`config.mk`:
```
export PLATFORM = sky130hd
export DESIGN_NAME = acc_top
export DESIGN_NICKNAME = d
export VERILOG_FILES = /design/src/verilog/acc_pkg.sv /design/src/verilog/acc_sync.sv /design/src/verilog/acc_quant.sv /design/src/verilog/acc_top.sv
export VERILOG_INCLUDE_DIRS = /design/src /design/src/verilog
export SDC_FILE = /design/constraint.sdc
export NUM_CORES = 1
export LEC_CHECK = 0
export ABC_AREA = 1
export BUFFER_PORTS_ARGS = -buffer_cell sky130_fd_sc_hd__buf_4
export CORE_UTILIZATION = 55
export CTS_CLUSTER_SIZE = 24
export DETAILED_ROUTE_END_ITERATION = 10
export PLACE_DENSITY = 0.8
export SLEW_MARGIN = 10
export SYNTH_ARGS = -nofsm -noshare
export SYNTH_HDL_FRONTEND = slang
export SYNTH_SLANG_ARGS = --single-unit
export TNS_END_PERCENT = 50
```
`constraint.sdc`:
```
create_clock -name CLOCK_I -period 2.23 [get_ports CLOCK_I]
set_input_delay 0.446 -clock CLOCK_I [delete_from_list [all_inputs] [get_ports CLOCK_I]]
set_output_delay 0.446 -clock CLOCK_I [all_outputs]
set_load 0.02 [all_outputs]
```
`src/verilog/acc_consts.svh`:
```
/*
  Constants of the conversion control block: register offsets, fields,
  reset values and timing counts. Assumes a 40 MHz system clock.
*/
// How it works
// - flag stays low for every sample inside the input span except at the bottom code
// - flag high at most negative code or 64 LSB above top code
// - with flag high, low sign bit means over, high means under
// - sleep input low stops everything, reference included
// - nap stops all functions except the reference
// - each falling edge of the start input begins a conversion
// - start edges are ignored while a conversion runs
// - busy output low for the whole conversion, high at its end
// - result word updates one cycle after busy rises
// - code transitions midway between LSBs, LSB is FS/16384
// - result is two's complement on fourteen outputs
// - conversion about 260 ns, acquisition 100 ns, 2.5 Msps
// - nap input low naps the converter, high wakes it
`ifndef ACC_CONSTS_SVH
`define ACC_CONSTS_SVH

// ----------------------------------------------------------------
// timing
// ----------------------------------------------------------------
`define ACC_CLK_PERIOD_NS 25
`define ACC_CONV_TIME_NS 260
`define ACC_ACQ_TIME_NS 100
`define ACC_NAP_WAKE_NS 200
`define ACC_SLEEP_WAKE_MS 10
`define ACC_CONV_CYC ((`ACC_CONV_TIME_NS + `ACC_CLK_PERIOD_NS - 1) / `ACC_CLK_PERIOD_NS)
`define ACC_ACQ_CYC ((`ACC_ACQ_TIME_NS + `ACC_CLK_PERIOD_NS - 1) / `ACC_CLK_PERIOD_NS)
`define ACC_NAP_WAKE_CYC ((`ACC_NAP_WAKE_NS + `ACC_CLK_PERIOD_NS - 1) / `ACC_CLK_PERIOD_NS)
`define ACC_SLEEP_WAKE_CYC ((`ACC_SLEEP_WAKE_MS * 1000000) / `ACC_CLK_PERIOD_NS)

// ----------------------------------------------------------------
// converter code space
// ----------------------------------------------------------------
`define ACC_CODE_W 14
`define ACC_IN_W 18
`define ACC_CODE_MAX 8191
`define ACC_CODE_MIN (-8192)
`define ACC_OVER_MARGIN 64

// ----------------------------------------------------------------
// register map
// ----------------------------------------------------------------
`define ACC_REG_CTRL 4'h0
`define ACC_REG_STATUS 4'h4
`define ACC_REG_RESULT 4'h8
`define ACC_REG_COUNT 4'hC
`define ACC_CTRL_START_BIT 0
`define ACC_CTRL_PIN_EN_BIT 1
`define ACC_CTRL_RESET 2'h2
`define ACC_ST_BUSY_BIT 0
`define ACC_ST_NAP_BIT 1
`define ACC_ST_SLEEP_BIT 2
`define ACC_ST_READY_BIT 3
`define ACC_ST_FLAG_BIT 4
`define ACC_ST_OVER_BIT 5
`define ACC_ST_UNDER_BIT 6
`define ACC_RES_FLAG_BIT 14

`endif

```
`src/verilog/acc_pkg.sv`:
```
/*
  Types of the conversion control block.
  Assumes acc_consts.svh for all numeric constants.
*/
package acc_pkg;

  // ----------------------------------------------------------------
  // conversion sequencer states
  // ----------------------------------------------------------------
  typedef enum logic [1:0] {
    ACC_IDLE = 2'b00,
    ACC_CONV = 2'b01,
    ACC_UPD = 2'b10
  } acc_state_t;

  // ----------------------------------------------------------------
  // power modes
  // ----------------------------------------------------------------
  typedef enum logic [1:0] {
    ACC_PWR_ON = 2'b00,
    ACC_PWR_NAP = 2'b01,
    ACC_PWR_SLEEP = 2'b10
  } acc_pwr_t;

endpackage

```
`src/verilog/acc_sync.sv`:
```
/*
  Two flip-flop synchroniser for a group of pin inputs.
  Assumes inputs are asynchronous to CLOCK_I; reset level is a parameter.
*/
`timescale 1ns/1ps
module acc_sync #(
  parameter int W = 3,
  parameter logic [W-1:0] INIT = '1
) (
  // clock and reset
  input wire logic clk_i,
  input wire logic rst_n_i,
  // pins in, synchronised out
  input wire logic [W-1:0] d_i,
  output logic [W-1:0] q_o
);

  logic [W-1:0] meta_r;

  genvar g;
  generate
    for (g = 0; g < W; g = g + 1) begin : g_bit
      always_ff @(posedge clk_i or negedge rst_n_i) begin
        if (!rst_n_i) begin
          meta_r[g] <= INIT[g];
          q_o[g] <= INIT[g];
        end else begin
          meta_r[g] <= d_i[g];
          q_o[g] <= meta_r[g];
        end
      end
    end
  endgenerate

endmodule

```
`src/verilog/acc_quant.sv`:
```
/*
  Quantiser: turns a half-LSB sample into a 14-bit two's complement code
  and a range flag. Assumes the sample is already referred to bipolar zero.
*/
`timescale 1ns/1ps
`include "acc_consts.svh"
module acc_quant (
  // sample in half-LSB units, relative to bipolar zero
  input wire logic signed [`ACC_IN_W-1:0] sample_i,
  // result
  output logic [`ACC_CODE_W-1:0] code_o,
  output logic flag_o
);

  localparam logic signed [`ACC_IN_W-1:0] MAXV = `ACC_IN_W'(`ACC_CODE_MAX);
  localparam logic signed [`ACC_IN_W-1:0] MINV = `ACC_IN_W'(`ACC_CODE_MIN);
  localparam logic signed [`ACC_IN_W-1:0] OVERV = `ACC_IN_W'(`ACC_CODE_MAX + `ACC_OVER_MARGIN);

  logic signed [`ACC_IN_W:0] sum;
  logic signed [`ACC_IN_W-1:0] rounded;

  // transitions at half-LSB points: round half up
  always_comb begin
    sum = {sample_i[`ACC_IN_W-1], sample_i} + (`ACC_IN_W+1)'(1);
    rounded = sum[`ACC_IN_W:1];
    if (rounded > MAXV) begin
      code_o = MAXV[`ACC_CODE_W-1:0];
    end else if (rounded < MINV) begin
      code_o = MINV[`ACC_CODE_W-1:0];
    end else begin
      code_o = rounded[`ACC_CODE_W-1:0];
    end
    // low inside the span, high at bottom code or 64 LSB over top
    flag_o = (rounded <= MINV) || (rounded >= OVERV);
  end

endmodule

```
`src/verilog/acc_top.sv`:
```
/*
  Conversion control of a 14-bit parallel converter: start handshake,
  busy, result and range flag, sleep and nap, Wishbone register view.
  Assumes a 40 MHz clock, pins asynchronous, sample held by the front end.
*/
`timescale 1ns/1ps
`include "acc_consts.svh"
module acc_top #(
  parameter int CONV_CYC = `ACC_CONV_CYC,
  parameter int NAP_WAKE_CYC = `ACC_NAP_WAKE_CYC,
  parameter int SLEEP_WAKE_CYC = `ACC_SLEEP_WAKE_CYC
) (
  // clock and reset
  input wire logic CLOCK_I,
  input wire logic RESETN_I,
  // control pins
  input wire logic CONV_START_N_I,
  input wire logic NAP_N_I,
  input wire logic DEEP_SHUTDOWN_N_I,
  // analog front end sample, half-LSB units
  input wire logic signed [`ACC_IN_W-1:0] SAMPLE_I,
  // result pins
  output logic [`ACC_CODE_W-1:0] RESULT_WORD_O,
  output logic RANGE_EXCEEDED_FLAG_O,
  output logic BUSY_N_O,
  // power domain controls
  output logic REF_ACTIVE_O,
  output logic CORE_ACTIVE_O,
  output logic WAKE_READY_O,
  // wishbone slave
  input wire logic WB_CYC_I,
  input wire logic WB_STB_I,
  input wire logic WB_WE_I,
  input wire logic [3:0] WB_ADR_I,
  input wire logic [3:0] WB_SEL_I,
  input wire logic [31:0] WB_DAT_I,
  output logic [31:0] WB_DAT_O,
  output logic WB_ACK_O
);

  // ----------------------------------------------------------------
  // pin synchronisation
  // ----------------------------------------------------------------
  logic [2:0] pins_s;
  logic start_n_s;
  logic nap_n_s;
  logic sleep_n_s;

  acc_sync #(.W(3), .INIT(3'b111)) u_sync (
    .clk_i(CLOCK_I),
    .rst_n_i(RESETN_I),
    .d_i({DEEP_SHUTDOWN_N_I, NAP_N_I, CONV_START_N_I}),
    .q_o(pins_s)
  );

  assign start_n_s = pins_s[0];
  assign nap_n_s = pins_s[1];
  assign sleep_n_s = pins_s[2];

  // ----------------------------------------------------------------
  // power mode
  // ----------------------------------------------------------------
  acc_pkg::acc_pwr_t pwr_r;
  acc_pkg::acc_pwr_t pwr_nxt;
  logic [19:0] wake_cnt_r;
  logic wake_ready_r;

  always_comb begin
    if (!sleep_n_s) begin
      pwr_nxt = acc_pkg::ACC_PWR_SLEEP;
    end else if (!nap_n_s) begin
      pwr_nxt = acc_pkg::ACC_PWR_NAP;
    end else begin
      pwr_nxt = acc_pkg::ACC_PWR_ON;
    end
  end

  always_ff @(posedge CLOCK_I or negedge RESETN_I) begin
    if (!RESETN_I) begin
      pwr_r <= acc_pkg::ACC_PWR_ON;
    end else begin
      pwr_r <= pwr_nxt;
    end
  end

  // wake-up timer: reports when results are trustworthy again
  always_ff @(posedge CLOCK_I or negedge RESETN_I) begin
    if (!RESETN_I) begin
      wake_cnt_r <= 20'h0_0000;
      wake_ready_r <= 1'b1;
    end else if (pwr_r == acc_pkg::ACC_PWR_SLEEP && pwr_nxt == acc_pkg::ACC_PWR_ON) begin
      wake_cnt_r <= 20'(SLEEP_WAKE_CYC - 1);
      wake_ready_r <= 1'b0;
    end else if (pwr_r == acc_pkg::ACC_PWR_NAP && pwr_nxt == acc_pkg::ACC_PWR_ON) begin
      wake_cnt_r <= 20'(NAP_WAKE_CYC - 1);
      wake_ready_r <= 1'b0;
    end else if (pwr_nxt != acc_pkg::ACC_PWR_ON) begin
      wake_cnt_r <= 20'h0_0000;
      wake_ready_r <= 1'b0;
    end else if (wake_cnt_r != 20'h0_0000) begin
      wake_cnt_r <= wake_cnt_r - 20'h0_0001;
    end else begin
      wake_ready_r <= 1'b1;
    end
  end

  // reference runs in nap, stops only in sleep
  always_ff @(posedge CLOCK_I or negedge RESETN_I) begin
    if (!RESETN_I) begin
      REF_ACTIVE_O <= 1'b1;
      CORE_ACTIVE_O <= 1'b1;
      WAKE_READY_O <= 1'b1;
    end else begin
      REF_ACTIVE_O <= (pwr_nxt != acc_pkg::ACC_PWR_SLEEP);
      CORE_ACTIVE_O <= (pwr_nxt == acc_pkg::ACC_PWR_ON);
      WAKE_READY_O <= wake_ready_r;
    end
  end

  // ----------------------------------------------------------------
  // start detection
  // ----------------------------------------------------------------
  logic start_n_d_r;
  logic soft_start_r;
  logic pin_en_r;
  logic start_req;

  always_ff @(posedge CLOCK_I or negedge RESETN_I) begin
    if (!RESETN_I) begin
      start_n_d_r <= 1'b1;
    end else begin
      start_n_d_r <= start_n_s;
    end
  end

  assign start_req = (pin_en_r && start_n_d_r && !start_n_s) || soft_start_r;

  // ----------------------------------------------------------------
  // conversion sequencer
  // ----------------------------------------------------------------
  acc_pkg::acc_state_t state_r;
  logic [7:0] conv_cnt_r;
  logic signed [`ACC_IN_W-1:0] held_r;
  logic [`ACC_CODE_W-1:0] q_code;
  logic q_flag;
  logic [15:0] done_cnt_r;

  acc_quant u_quant (
    .sample_i(held_r),
    .code_o(q_code),
    .flag_o(q_flag)
  );

  always_ff @(posedge CLOCK_I or negedge RESETN_I) begin
    if (!RESETN_I) begin
      state_r <= acc_pkg::ACC_IDLE;
      conv_cnt_r <= 8'h00;
      held_r <= '0;
      BUSY_N_O <= 1'b1;
    end else if (pwr_nxt != acc_pkg::ACC_PWR_ON) begin
      // shutdown aborts any conversion
      state_r <= acc_pkg::ACC_IDLE;
      conv_cnt_r <= 8'h00;
      BUSY_N_O <= 1'b1;
    end else begin
      case (state_r)
        acc_pkg::ACC_IDLE: begin
          if (start_req) begin
            held_r <= SAMPLE_I;
            conv_cnt_r <= 8'(CONV_CYC - 1);
            BUSY_N_O <= 1'b0;
            state_r <= acc_pkg::ACC_CONV;
          end
        end
        acc_pkg::ACC_CONV: begin
          // further starts are not looked at here
          if (conv_cnt_r == 8'h00) begin
            BUSY_N_O <= 1'b1;
            state_r <= acc_pkg::ACC_UPD;
          end else begin
            conv_cnt_r <= conv_cnt_r - 8'h01;
          end
        end
        acc_pkg::ACC_UPD: begin
          state_r <= acc_pkg::ACC_IDLE;
        end
        default: begin
          state_r <= acc_pkg::ACC_IDLE;
        end
      endcase
    end
  end

  // outputs change one cycle after busy rises
  always_ff @(posedge CLOCK_I or negedge RESETN_I) begin
    if (!RESETN_I) begin
      RESULT_WORD_O <= 14'h0000;
      RANGE_EXCEEDED_FLAG_O <= 1'b0;
      done_cnt_r <= 16'h0000;
    end else if (state_r == acc_pkg::ACC_UPD) begin
      RESULT_WORD_O <= q_code;
      RANGE_EXCEEDED_FLAG_O <= q_flag;
      done_cnt_r <= done_cnt_r + 16'h0001;
    end
  end

  // ----------------------------------------------------------------
  // wishbone slave
  // ----------------------------------------------------------------
  logic wb_req;
  logic wb_wr;
  logic over;
  logic under;

  assign wb_req = WB_CYC_I && WB_STB_I && !WB_ACK_O;
  assign wb_wr = wb_req && WB_WE_I && WB_SEL_I[0];
  // direction of an out-of-range result
  assign over = RANGE_EXCEEDED_FLAG_O && !RESULT_WORD_O[`ACC_CODE_W-1];
  assign under = RANGE_EXCEEDED_FLAG_O && RESULT_WORD_O[`ACC_CODE_W-1];

  always_ff @(posedge CLOCK_I or negedge RESETN_I) begin
    if (!RESETN_I) begin
      pin_en_r <= 1'(`ACC_CTRL_RESET >> `ACC_CTRL_PIN_EN_BIT);
      soft_start_r <= 1'b0;
    end else begin
      soft_start_r <= 1'b0;
      if (wb_wr && WB_ADR_I == `ACC_REG_CTRL) begin
        pin_en_r <= WB_DAT_I[`ACC_CTRL_PIN_EN_BIT];
        soft_start_r <= WB_DAT_I[`ACC_CTRL_START_BIT];
      end
    end
  end

  always_ff @(posedge CLOCK_I or negedge RESETN_I) begin
    if (!RESETN_I) begin
      WB_ACK_O <= 1'b0;
      WB_DAT_O <= 32'h0000_0000;
    end else begin
      WB_ACK_O <= wb_req;
      WB_DAT_O <= 32'h0000_0000;
      if (wb_req && !WB_WE_I) begin
        if (WB_ADR_I == `ACC_REG_CTRL) begin
          WB_DAT_O[`ACC_CTRL_PIN_EN_BIT] <= pin_en_r;
        end else if (WB_ADR_I == `ACC_REG_STATUS) begin
          WB_DAT_O[`ACC_ST_BUSY_BIT] <= !BUSY_N_O;
          WB_DAT_O[`ACC_ST_NAP_BIT] <= (pwr_r == acc_pkg::ACC_PWR_NAP);
          WB_DAT_O[`ACC_ST_SLEEP_BIT] <= (pwr_r == acc_pkg::ACC_PWR_SLEEP);
          WB_DAT_O[`ACC_ST_READY_BIT] <= wake_ready_r;
          WB_DAT_O[`ACC_ST_FLAG_BIT] <= RANGE_EXCEEDED_FLAG_O;
          WB_DAT_O[`ACC_ST_OVER_BIT] <= over;
          WB_DAT_O[`ACC_ST_UNDER_BIT] <= under;
        end else if (WB_ADR_I == `ACC_REG_RESULT) begin
          WB_DAT_O[`ACC_CODE_W-1:0] <= RESULT_WORD_O;
          WB_DAT_O[`ACC_RES_FLAG_BIT] <= RANGE_EXCEEDED_FLAG_O;
        end else if (WB_ADR_I == `ACC_REG_COUNT) begin
          WB_DAT_O[15:0] <= done_cnt_r;
        end
      end
    end
  end

endmodule

```
==> summary.md, run 1 <==
| Metric | Value |
|---|---|
| Status | `completed` |
| Die extent in x | `105 µm` |
| Kind of capture point of the worst setup path | `flop` |
| CTS tree | `built` |
| Flops & latches, synth | `112` |
| Number of vias per cell after detailed routing | `5.17` |
| Post-Synthesis Cells | `717` |
| Reg2reg setup slack | `150 ps` |
| Overall overflow remaining after global route | `0` |
| Multi-input gate area | `2580 µm²` |
| Total number of vias | `4,854` |
| Number of buffers created by CTS | `9` |
| Initial antenna violation count | `0` |
| Post-synth design cell area | `5880 µm²` |
| Gr busiest metal | `met2` |
| Detailed-route wire length per cell | `13.2 µm` |
| Fraction of the yosys area taken by sequential cells | `0.479` |
| Required time at the worst-slack endpoint | `2490 ps` |
| Most instantiated cells after synthesis | `sky130_fd_sc_hd__nand2_1, sky130_fd_sc_hd__nor2_1, sky130_fd_sc_hd__dfrtp_1` |
| Area enclosed by the die boundary | `11,100 µm²` |
| Cell with the most instances after synthesis | `sky130_fd_sc_hd__nand2_1` |
| Warnings from Yosys | `0` |
| Max stage delay cell, worst path | `sky130_fd_sc_hd__dfrtp_1` |
| CTS Hold Bufs | `0` |
| Combinational cell fraction of total power | `0.325` |
| Number of nets in the layout | `869` |
| Fill cell total of the finished layout | `882` |
| Final Setup Violations | `0` |
| Start of the worst register-to-register path | `held_r[0]` |
| Global-route track usage on met1 | `0.323` |
| Worst slack at placement | `120 ps` |
| Wire length of the first global-routing pass | `21,400 µm` |
| Worst Path Max Fanout | `12` |
| Number of H-tree levels | `3` |
| Clock edge transition at the registers on the reported setup and hold paths | `100 ps` |
| Share of synthesized registers carrying an async set or reset | `1.00` |
| Minimum hold slack | `40.3 ps` |
| Critical Path Start | `held_r[0]` |
| Number of detailed-route iterations in the first pass | `5` |
| Routability-driven placement congestion ratio | `0.924` |
| Core ar. | `10,400 µm²` |
| # diodes | `0` |
| Global routing usage on met3 | `0.0297` |
| Minimum clock period | `2080 ps` |
| CTS root buf | `sky130_fd_sc_hd__clkbuf_8` |
| Max-capacitance violation count | `0` |
| Most area-consuming cells after synthesis | `sky130_fd_sc_hd__dfrtp_1, sky130_fd_sc_hd__nand2_1, sky130_fd_sc_hd__nor2_1, sky130_fd_sc_hd__dfstp_2, sky130_fd_sc_hd__inv_1` |
| Post-synthesis compound-gate area fraction | `0.0980` |
| Dominant combinational cell family by area after synthesis | `simple AND/OR/NAND/NOR gates` |
| Number of top-level design ports | `118` |
| Max Slew Vio Count | `0` |
| Switching power | `2.18 mW` |
| Multiplexer share of the synthesized area | `0.00574` |
| Post-Syn Area per Cell | `8.21 µm²` |
| Highest Clock Rate | `0.480 GHz` |
| Global-route met2 utilization | `0.388` |
| Clock skew after layout | `8.95 ps` |
| GRT Overall Usage | `0.239` |
| Commonest register cell after synthesis | `sky130_fd_sc_hd__dfrtp_1` |
| Number of synthesized flops with an enable pin | `0` |
| ANT nets after route | `0` |
| Number of global-route vias before repair | `4,686` |
| Buffers & Inverters on Critical Path | `1` |
| Crit Path Category | `flop to flop` |
| Number of input and output port buffers inserted | `68` |
| Worst vdd rail ir drop | `0.408 mV` |
| Final hold violation count | `0` |
| Internal power summed over all cells | `3.47 mW` |
| Area used by sequential logic in the layout | `2820 µm²` |
| Layout Area Growth over Synthesis | `14.8%` |
| Fraction of layout cells with a size suffix above 1 | `0.214` |
| Initial core utilization | `0.567` |
| Worst setup slack after layout | `148 ps` |
| Total DRC errors in the routed layout | `0` |
| Crit-path leading delay family | `simple AND/OR/NAND/NOR gates` |
| Endpoint arrival time on the critical path | `2340 ps` |
| CTS Buffer Depth | `2` |
| Die boundary height | `105 µm` |
| Cell type with the largest total area after synthesis | `sky130_fd_sc_hd__dfrtp_1` |
| Synthesized-area fraction occupied by and/or/nand/nor cells | `0.281` |
| Transition time of the tightest slew-check pin | `542 ps` |
| Row cnt | `37` |
| Relative slew slack | `0.637` |
| Final Cycle Share | `0.934` |
| Share of Yosys cell area claimed by the top area cell type | `0.421` |
| Series of cell instances along the critical path | `ha_2, nand2_2, nor2_4, nand2_4, o21ai_1, nand2_1, nor2_1, nand3b_2, a21oi_4, buf_12, a21oi_1` |
| Leakage power summed over all cells | `3.43 nW` |
| Switching share of total power | `0.385` |
| Power per cell area | `837 nW/µm²` |
| Sequential Power Share | `0.473` |
| Clock network fraction of total power | `0.201` |
| Unique cell type count in the Yosys netlist | `48` |
| Half-perimeter wire length after detailed placement | `9340 µm` |
| Fraction of the mapped netlist area in adder cells | `0.0106` |
| Violation count after the first detailed-routing iteration | `173` |
| Total routed wirelength | `12,400 µm` |
| Largest net degree at the start of global routing | `40` |
| Worst path max stage delay | `410 ps` |
| Startpoint kind of the worst setup timing path | `flop` |
| Class of the worst hold path | `input pin to asynchronous set/reset pin` |
| Count of clock tree sinks | `112` |
| Area share of xor/xnor cells in the synthesized design | `0.0328` |
| Clock Latency Late Sink | `370 ps` |
-- logic make-up (layout without fill, tap and decap cells) --
group	Yosys count	count (layout)
adder cells (fa/ha/maj)	5	5
XOR/XNOR	22	22
other	1	16
buffers and inverters	116	187
AND/OR/NAND/NOR	364	364
multiplexers	3	3
flip-flops	112	112
AO/OA/AOI/OAI	94	94
-- routing by layer --
layer  vias to the layer above  part of all wire
met2                       123              0.49
met4                         0             0.022
met5                         -                 0
li1                       2424                 -
met1                      2282              0.45
met3                        25             0.040
-- path summary, 6_finish.rpt --
| path | cells past startpoint | endpoint |
|---|---|---|
| worst min-delay path | 1 | conv_cnt_r[6] |
| min in group CLOCK_I | 1 | u_sync.meta_r[2] |
| max in group asynchronous | 2 | BUSY_N_O |
| worst max register to register | 11 | RESULT_WORD_O[9] |
| worst max-delay path | 11 | RESULT_WORD_O[9] |
| worst min register to register | 0 | u_sync.q_o[2] |
-- stage by stage --
step / utilization / cells / TNS [ps] / cell area, µm² / power (mW)
finish: 0.651 / 939 / 0 / 6750 / 5.65
global route: 0.651 / 939 / -54.1 / 6750 / 6.03
CTS: 0.650 / 938 / 0 / 6740 / 5.66
detailed placement: 0.633 / 922 / 0 / 6560 / 4.53
global placement: 0.633 / 922 / 0 / 6560 / 4.47
floorplan: - / 732 / 0 / 5940 / 3.92
-- repair_timing --
item | CTS | global route
setup buffers | 0 | 1
gates resized for setup | 0 | 1
endpoints found under the setup margin | 0 | 9
-- power by group through the flow --
| stage | clock, mW | combinational, mW | sequential, mW |
|---|---|---|---|
| after CTS | 1.16 | 1.84 | 2.67 |
| after global placement | 0 | 1.77 | 2.70 |
| after detailed placement | 0 | 1.83 | 2.71 |
| after floorplan | 0 | 1.15 | 2.78 |
| after global routing | 1.25 | 2.06 | 2.72 |
| final | 1.14 | 1.84 | 2.68 |
-- cells in the final DEF (no fill, tap or decap), types with 15 or more instances in the layout --
cell                      count
sky130_fd_sc_hd__inv_1       82
sky130_fd_sc_hd__nand3_1     35
sky130_fd_sc_hd__dfrtp_1     99
sky130_fd_sc_hd__xor2_1      15
sky130_fd_sc_hd__buf_4       78
sky130_fd_sc_hd__nand2_1    145
sky130_fd_sc_hd__a21oi_1     42
sky130_fd_sc_hd__conb_1      16
sky130_fd_sc_hd__nor2_1     119
-- state kept, by name, summed over array words and instances (netlist names), 2 cells and up --
register,flops
RESULT_WORD_O,14
WB_DAT_O,16
conv_cnt_r,8
done_cnt_r,16
held_r,18
pwr_r,2
state_r,2
u_sync.meta_r,3
u_sync.q_o,3
wake_cnt_r,20
-- cell type report --
class	instances	share of cell area
clock buffers	11	0.0209
flip-flops and latches	112	0.417
inverters	89	0.0495
well taps	136	0.0252
clock inverters	5	0.00593
repair buffers	82	0.0986
multi-input cells	504	0.383
(Power assumes the default switching activity.)
==> run 2: changes to the inputs <==
--- a/config.mk
+++ b/config.mk
@@ -11,7 +11,8 @@
 export CORE_UTILIZATION = 55
 export CTS_CLUSTER_SIZE = 24
 export DETAILED_ROUTE_END_ITERATION = 10
-export PLACE_DENSITY = 0.8
+export GPL_ROUTABILITY_DRIVEN = 0
+export PLACE_DENSITY = 0.9
 export SLEW_MARGIN = 10
 export SYNTH_ARGS = -nofsm -noshare
 export SYNTH_HDL_FRONTEND = slang
==> run 2 against run 1 <==
Effect of this change:
- count of clock-buffer cells in the layout fell by 2
- non-clock buffer count is the same
- first-iteration DRC count grew 65%
- clock power up 4%
- cell count unchanged
- utilization is essentially flat
- global-route usage rose by 0.29 points
- total power rose by 1.1%
- highest routed layer unchanged
==> summary.md, run 2 (synthesis gave the netlist of run 1 again) <==
| Metric | Value |
|---|---|
| Area enclosed by the die boundary | `11,100 µm² (unchanged)` |
| Clock skew after layout | `20.4 ps (+11.4 ps)` |
| Number of instances in the placed design | `922 (unchanged)` |
| Number of input and output port buffers inserted | `68 (unchanged)` |
| Initial core utilization | `0.567 (unchanged)` |
| Transition time of the tightest slew-check pin | `577 ps (+34.9 ps)` |
| Kind of capture point of the worst setup path | `flop` |
| Crit Reg-Reg Endpoint | `RESULT_WORD_O[5]` |
| Depth of the worst register-to-register path | `11 (unchanged)` |
| Largest net degree at the start of global routing | `52 (+30%)` |
| Count of clock tree sinks | `112 (unchanged)` |
| Most frequent cells in the layout | `sky130_fd_sc_hd__nand2_1, sky130_fd_sc_hd__nor2_1, sky130_fd_sc_hd__dfrtp_1, sky130_fd_sc_hd__inv_1, sky130_fd_sc_hd__buf_4` |
| CTS Buffer Depth | `2 (unchanged)` |
| Largest register FFs | `20 (unchanged)` |
| Final Cycle Share | `0.940 (+0.00632)` |
| Clock edge transition at the registers on the reported setup and hold paths | `110 ps (about the same)` |
| Minimum clock period | `2100 ps (+14.1 ps)` |
| Post-route core utilization | `0.652 (about the same)` |
| Crit Path Category | `flop to flop` |
| Number of detailed-route iterations in the first pass | `5 (unchanged)` |
| Number of H-tree levels | `3 (unchanged)` |
| Non-filler instance count after layout | `939 (unchanged)` |
| Endpoint arrival time on the critical path | `2370 ps (+30 ps)` |
| Detailed-route wire length per cell | `13.5 µm (+1.9%)` |
| Status | `completed` |
| Number of top-level design ports | `118 (unchanged)` |
| Power per cell area | `846 nW/µm² (+1.1%)` |
| Number of vias per cell after detailed routing | `5.24 (+1.5%)` |
| Max stage delay cell, worst path | `sky130_fd_sc_hd__dfrtp_1` |
| Hold Crit Start | `CONV_START_N_I` |
| CTS tree | `built` |
| RSZ-0062 raised after global routing | `no` |
| Row cnt | `37 (unchanged)` |
| Overall overflow remaining after global route | `0 (unchanged)` |
| Total number of vias | `4,925 (+1.5%)` |
| Class of the worst hold path | `input pin to flop` |
| Worst path max stage delay | `430 ps (+20 ps)` |
| Layout Area Growth over Synthesis | `14.9% (about the same)` |
| Reg2reg setup slack | `130 ps (about the same)` |
| Initial antenna violation count | `0 (unchanged)` |
| Most common cell after layout, fill and taps aside | `sky130_fd_sc_hd__nand2_1` |
| Required time at the worst-slack endpoint | `2500 ps (about the same)` |
| Series of cell instances along the critical path | `ha_2, nand2_2, nor2_4, nand2_4, o21ai_1, nand2_1, nor2_1, nand3b_2, a21oi_4, buf_4, a21oi_2` |
| CTS root buf | `sky130_fd_sc_hd__clkbuf_8` |
| Die boundary height | `105 µm (unchanged)` |
| Violation count after the first detailed-routing iteration | `285 (+65%)` |
| Total routed wirelength | `12,700 µm (+1.9%)` |
| ANT nets after route | `0 (unchanged)` |
| # diodes | `0 (unchanged)` |
| Register name with the most flops | `wake_cnt_r` |
| Worst vdd rail ir drop | `0.423 mV (+3.7%)` |
| Leakage power summed over all cells | `3.42 nW (about the same)` |
| Number of buffers created by CTS | `9 (unchanged)` |
| Number of cells on the worst hold path | `1` |
| Final hold violation count | `0 (unchanged)` |
| GRT Overall Usage | `0.242 (+0.00287)` |
| Max-capacitance violation count | `0 (unchanged)` |
| Start of the worst register-to-register path | `held_r[1]` |
| Fraction of layout cells with a size suffix above 1 | `0.218 (+0.00374)` |
| Total DRC errors in the routed layout | `0 (unchanged)` |
| Relative slew slack | `0.612 (-0.0243)` |
| Highest Clock Rate | `0.477 GHz (-0.67%)` |
| Wire length of the first global-routing pass | `21,300 µm (-0.13%)` |
| Worst Path Max Fanout | `5 (-7)` |
| Die extent in x | `105 µm (unchanged)` |
| Number of nets in the layout | `869 (unchanged)` |
| Max Slew Vio Count | `0 (unchanged)` |
| Post-CTS Setup Repair Bufs | `0 (unchanged)` |
| Final Setup Violations | `0 (unchanged)` |
| Regs by FF count | `wake_cnt_r: 20 flops, held_r: 18 flops` |
| Half-perimeter wire length after detailed placement | `9460 µm (+1.3%)` |
| Summed negative setup slack over all endpoints | `0 ps (unchanged)` |
| Hold path endpoint | `u_sync.meta_r[0]` |
| Startpoint kind of the worst setup timing path | `flop` |
| Core ar. | `10,400 µm² (unchanged)` |
| Critical Path Start | `held_r[1]` |
| Clock Latency Late Sink | `390 ps (+20 ps)` |
| Number of global-route vias before repair | `4,627 (-1.3%)` |
==> run 2: cell types whose count changed in the layout (fill, tap and decap cells not counted), sizes merged <==
cell / previous run / this run
inv: 90 / 93
buf: 82 / 81
clkbuf: 11 / 9
clkinv: 4 / 3
dlygate4sd3: 0 / 1
==> run 2: cell type report <==
class	count	area [µm²]
well taps	136	170
fillers	873	3610
flip-flops and latches	112	2820
clock inverters	7	75.1
inverters	89	334
repair buffers	82	634
multi-input cells	504	2600
clock buffers	9	124
==> run 2: worst max path at each step <==
stage | cells past startpoint | end | slack [ps]
floorplan | 11 | RESULT_WORD_O[11] | 400
global placement | 11 | RESULT_WORD_O[11] | 190
detailed placement | 11 | RESULT_WORD_O[7] | 130
CTS | 11 | RESULT_WORD_O[7] | 120
global route | 14 | RANGE_EXCEEDED_FLAG_O | 10
finish | 11 | RESULT_WORD_O[5] | 130
==> run 2: report_power, final <==
group          leakage (nW)  total, mW  internal (mW)  switching (mW)
Combinational          1.90       1.84          0.686            1.16
Clock                 0.102       1.19          0.444           0.746
Sequential             1.42       2.68           2.34           0.347
Total                  3.42       5.72           3.47            2.25
==> run 2: routing by layer <==
layer | wire, µm | vias to the layer above | track usage | share of wire
met5 | 0 | - | 0 | 0
li1 | - | 2411 | - | -
met1 | 5390 | 2318 | 0.318 | 0.43
met2 | 6250 | 166 | 0.395 | 0.49
met4 | 321 | 0 | 0.0986 | 0.025
met3 | 691 | 30 | 0.0451 | 0.055
==> run 2: critical path, delay by kind of cell, from the launching register on <==
family	cells	cell delay [ps]
AO/OA/AOI/OAI	3	390
buffers and inverters	1	190
flip-flops	1	430
AND/OR/NAND/NOR	6	740
adder cells (fa/ha/maj)	1	250
==> run 2: timing repair <==
action | in CTS | in global routing
setup endpoints to repair | 0 | 18
hold buffers | 1 | 0
gates resized for setup | 0 | 6
endpoints found under the hold margin | 20 | 0
==> run 2: through the flow <==
stage	setup slack [ps]	hold slack, ps	total power [mW]	instance area [µm²]
2_1_floorplan	399	150	3.92	5940
3_3_place_gp	190	346	4.45	6530
3_5_place_dp	129	347	4.52	6530
4_1_cts	119	142	5.71	6730
5_1_grt	9.84	129	6.06	6760
6_report	134	154	5.72	6760
==> run 3: changes to the inputs <==
--- a/config.mk
+++ b/config.mk
@@ -13,6 +13,7 @@
 export DETAILED_ROUTE_END_ITERATION = 10
 export GPL_ROUTABILITY_DRIVEN = 0
 export PLACE_DENSITY = 0.9
+export REMOVE_ABC_BUFFERS = 1
 export SLEW_MARGIN = 10
 export SYNTH_ARGS = -nofsm -noshare
 export SYNTH_HDL_FRONTEND = slang
==> run 3 against run 2 <==
Effect of this change:
- die area stayed put
- highest routed layer unchanged
- total power is 3.6% higher
- critical endpoint is now held_r[7]
- register-to-register slack better by 80 ps
- utilization is 0.63 points higher
- cell count is 0.21% higher
- hold slack better by 21 ps
- sequential share of layout area is 0.38 points lower
- wire length is 3.2% lower
==> summary.md, run 3 (synthesis gave the netlist of run 1 again) <==
| Metric | Value |
|---|---|
| Detailed-route wire length per cell | `13.0 µm (-3.4%)` |
| Number of detailed-route iterations in the first pass | `5 (unchanged)` |
| Most common cell after layout, fill and taps aside | `sky130_fd_sc_hd__nand2_1` |
| CTS root buf | `sky130_fd_sc_hd__clkbuf_8` |
| Die extent in x | `105 µm (unchanged)` |
| Largest net degree at the start of global routing | `43 (-17%)` |
| Minimum clock period | `2010 ps (-81.9 ps)` |
| Die boundary height | `105 µm (unchanged)` |
| Layout Area Growth over Synthesis | `16.0%` |
| CTS tree | `built` |
| Max-capacitance violation count | `0 (unchanged)` |
| Most frequent cells in the layout | `sky130_fd_sc_hd__nand2_1, sky130_fd_sc_hd__nor2_1, sky130_fd_sc_hd__dfrtp_1, sky130_fd_sc_hd__inv_1, sky130_fd_sc_hd__buf_4` |
| Wire length of the first global-routing pass | `20,800 µm (-2.8%)` |
| Number of buffers created by CTS | `9 (unchanged)` |
| ANT nets after route | `0 (unchanged)` |
| Initial antenna violation count | `0 (unchanged)` |
| Crit-path leading delay family | `simple AND/OR/NAND/NOR gates` |
| Max Slew Vio Count | `0 (unchanged)` |
| Final Cycle Share | `0.903 (-0.0367)` |
| Startpoint kind of the worst setup timing path | `flop` |
| RSZ-0062 raised after global routing | `no` |
| Worst Path Max Fanout | `21 (+16)` |
| Total number of vias | `4,905 (-0.41%)` |
| Core ar. | `10,400 µm² (unchanged)` |
| Series of cell instances along the critical path | `nand2_4, inv_2, nand3_1, inv_2, nand2_1, nand3_1, nand3_2, buf_4, nor2_1, a21oi_1` |
| Total routed wirelength | `12,200 µm (-3.2%)` |
| Final Setup Violations | `0 (unchanged)` |
| Violation count after the first detailed-routing iteration | `251 (-12%)` |
| CTS Buffer Depth | `2 (unchanged)` |
| Post-CTS Setup Repair Bufs | `0 (unchanged)` |
| Fraction of layout cells with a size suffix above 1 | `0.216 (-0.00178)` |
| Hold Crit Start | `NAP_N_I` |
| GRT Overall Usage | `0.234 (-0.00784)` |
| Largest register FFs | `20 (unchanged)` |
| Endpoint arrival time on the critical path | `2280 ps (-90 ps)` |
| Initial core utilization | `0.567 (unchanged)` |
| Area enclosed by the die boundary | `11,100 µm² (unchanged)` |
| Overall overflow remaining after global route | `0 (unchanged)` |
| Regs by FF count | `wake_cnt_r: 20 flops, held_r: 18 flops` |
| Critical Path Start | `u_sync.q_o[2]` |
| Required time at the worst-slack endpoint | `2500 ps (about the same)` |
| Power per cell area | `868 nW/µm² (+2.7%)` |
| Pwr Total | `5.92 mW (+3.6%)` |
| Half-perimeter wire length after detailed placement | `9400 µm (-0.54%)` |
| Number of vias per cell after detailed routing | `5.21 (-0.62%)` |
| Crit Path Category | `flop to flop` |
| Register name with the most flops | `wake_cnt_r` |
| Number of input and output port buffers inserted | `68 (unchanged)` |
| Buffers & Inverters on Critical Path | `3 (+2)` |
| Number of nets in the layout | `871 (+0.23%)` |
| Clock skew after layout | `14.8 ps (-5.59 ps)` |
| Final hold violation count | `0 (unchanged)` |
| Count of clock tree sinks | `112 (unchanged)` |
| Number of global-route vias before repair | `4,578 (-1.1%)` |
| Summed negative setup slack over all endpoints | `0 ps (unchanged)` |
| Start of the worst register-to-register path | `u_sync.q_o[2]` |
| Fill cell total of the finished layout | `870 (-0.34%)` |
| Row cnt | `37 (unchanged)` |
| Clock Latency Late Sink | `380 ps (about the same)` |
| Highest Clock Rate | `0.496 GHz (+4.1%)` |
| Total DRC errors in the routed layout | `0 (unchanged)` |
| Max stage delay cell, worst path | `sky130_fd_sc_hd__dfstp_2` |
| # diodes | `0 (unchanged)` |
| Number of H-tree levels | `3 (unchanged)` |
| Clock edge transition at the registers on the reported setup and hold paths | `90 ps (-20 ps)` |
| Kind of capture point of the worst setup path | `flop` |
| Worst path max stage delay | `590 ps (+160 ps)` |
| Worst vdd rail ir drop | `0.562 mV (+33%)` |
| Status | `completed` |
| Number of top-level design ports | `118 (unchanged)` |
| Class of the worst hold path | `input pin to flop` |
| Leakage power summed over all cells | `3.45 nW (+0.81%)` |
==> run 3: cell type report <==
class	instances	area [µm²]	share of cell area
timing repair buffer	84	671	0.0983
inverter	89	334	0.0490
sequential	112	2820	0.413
clock inverter	6	108	0.0158
multi-input combinational	504	2590	0.380
clock buffer	10	128	0.0187
tap	136	170	0.0249
==> run 3: power by group <==
part	switching [mW]	internal (mW)	total (mW)
clock	0.655	0.742	1.40
sequential	0.353	2.34	2.69
combinational	1.14	0.693	1.84
total	2.15	3.77	5.92
==> run 3: through the flow <==
step | hold slack, ps | cells | cell area [µm²] | utilization | worst slack, ps
after floorplan | 150 | 705 | 5730 | - | 196
after global placement | 346 | 924 | 6570 | 0.633 | 246
after detailed placement | 347 | 924 | 6570 | 0.633 | 203
after CTS | 156 | 941 | 6810 | 0.657 | 170
after global routing | 156 | 941 | 6820 | 0.658 | 12.5
final | 175 | 941 | 6820 | 0.658 | 216
==> run 3: timing repair <==
| item | CTS | global route |
|---|---|---|
| resized for setup | 0 | 3 |
| hold buffers | 1 | 0 |
| endpoints found under the setup margin | 0 | 5 |
| hold endpoints to repair | 1 | 0 |
==> run 3: worst paths after layout <==
kind | to | slack, ps | depth (start not counted)
max | held_r[7] | 220 | 10
min | u_sync.meta_r[1] | 180 | 1
max reg2reg | held_r[7] | 220 | 10
min reg2reg | u_sync.q_o[2] | 360 | 0
max in group asynchronous | wake_ready_r | 1070 | 3
min in group asynchronous | conv_cnt_r[7] | 550 | 2
==> run 3: routing by layer <==
metal / vias to the layer above / global-route usage / share of wire
met3: 21 / 0.0538 / 0.058
met1: 2307 / 0.308 / 0.43
met4: 0 / 0.0734 / 0.017
li1: 2421 / - / -
met5: - / 0 / 0
met2: 156 / 0.384 / 0.50
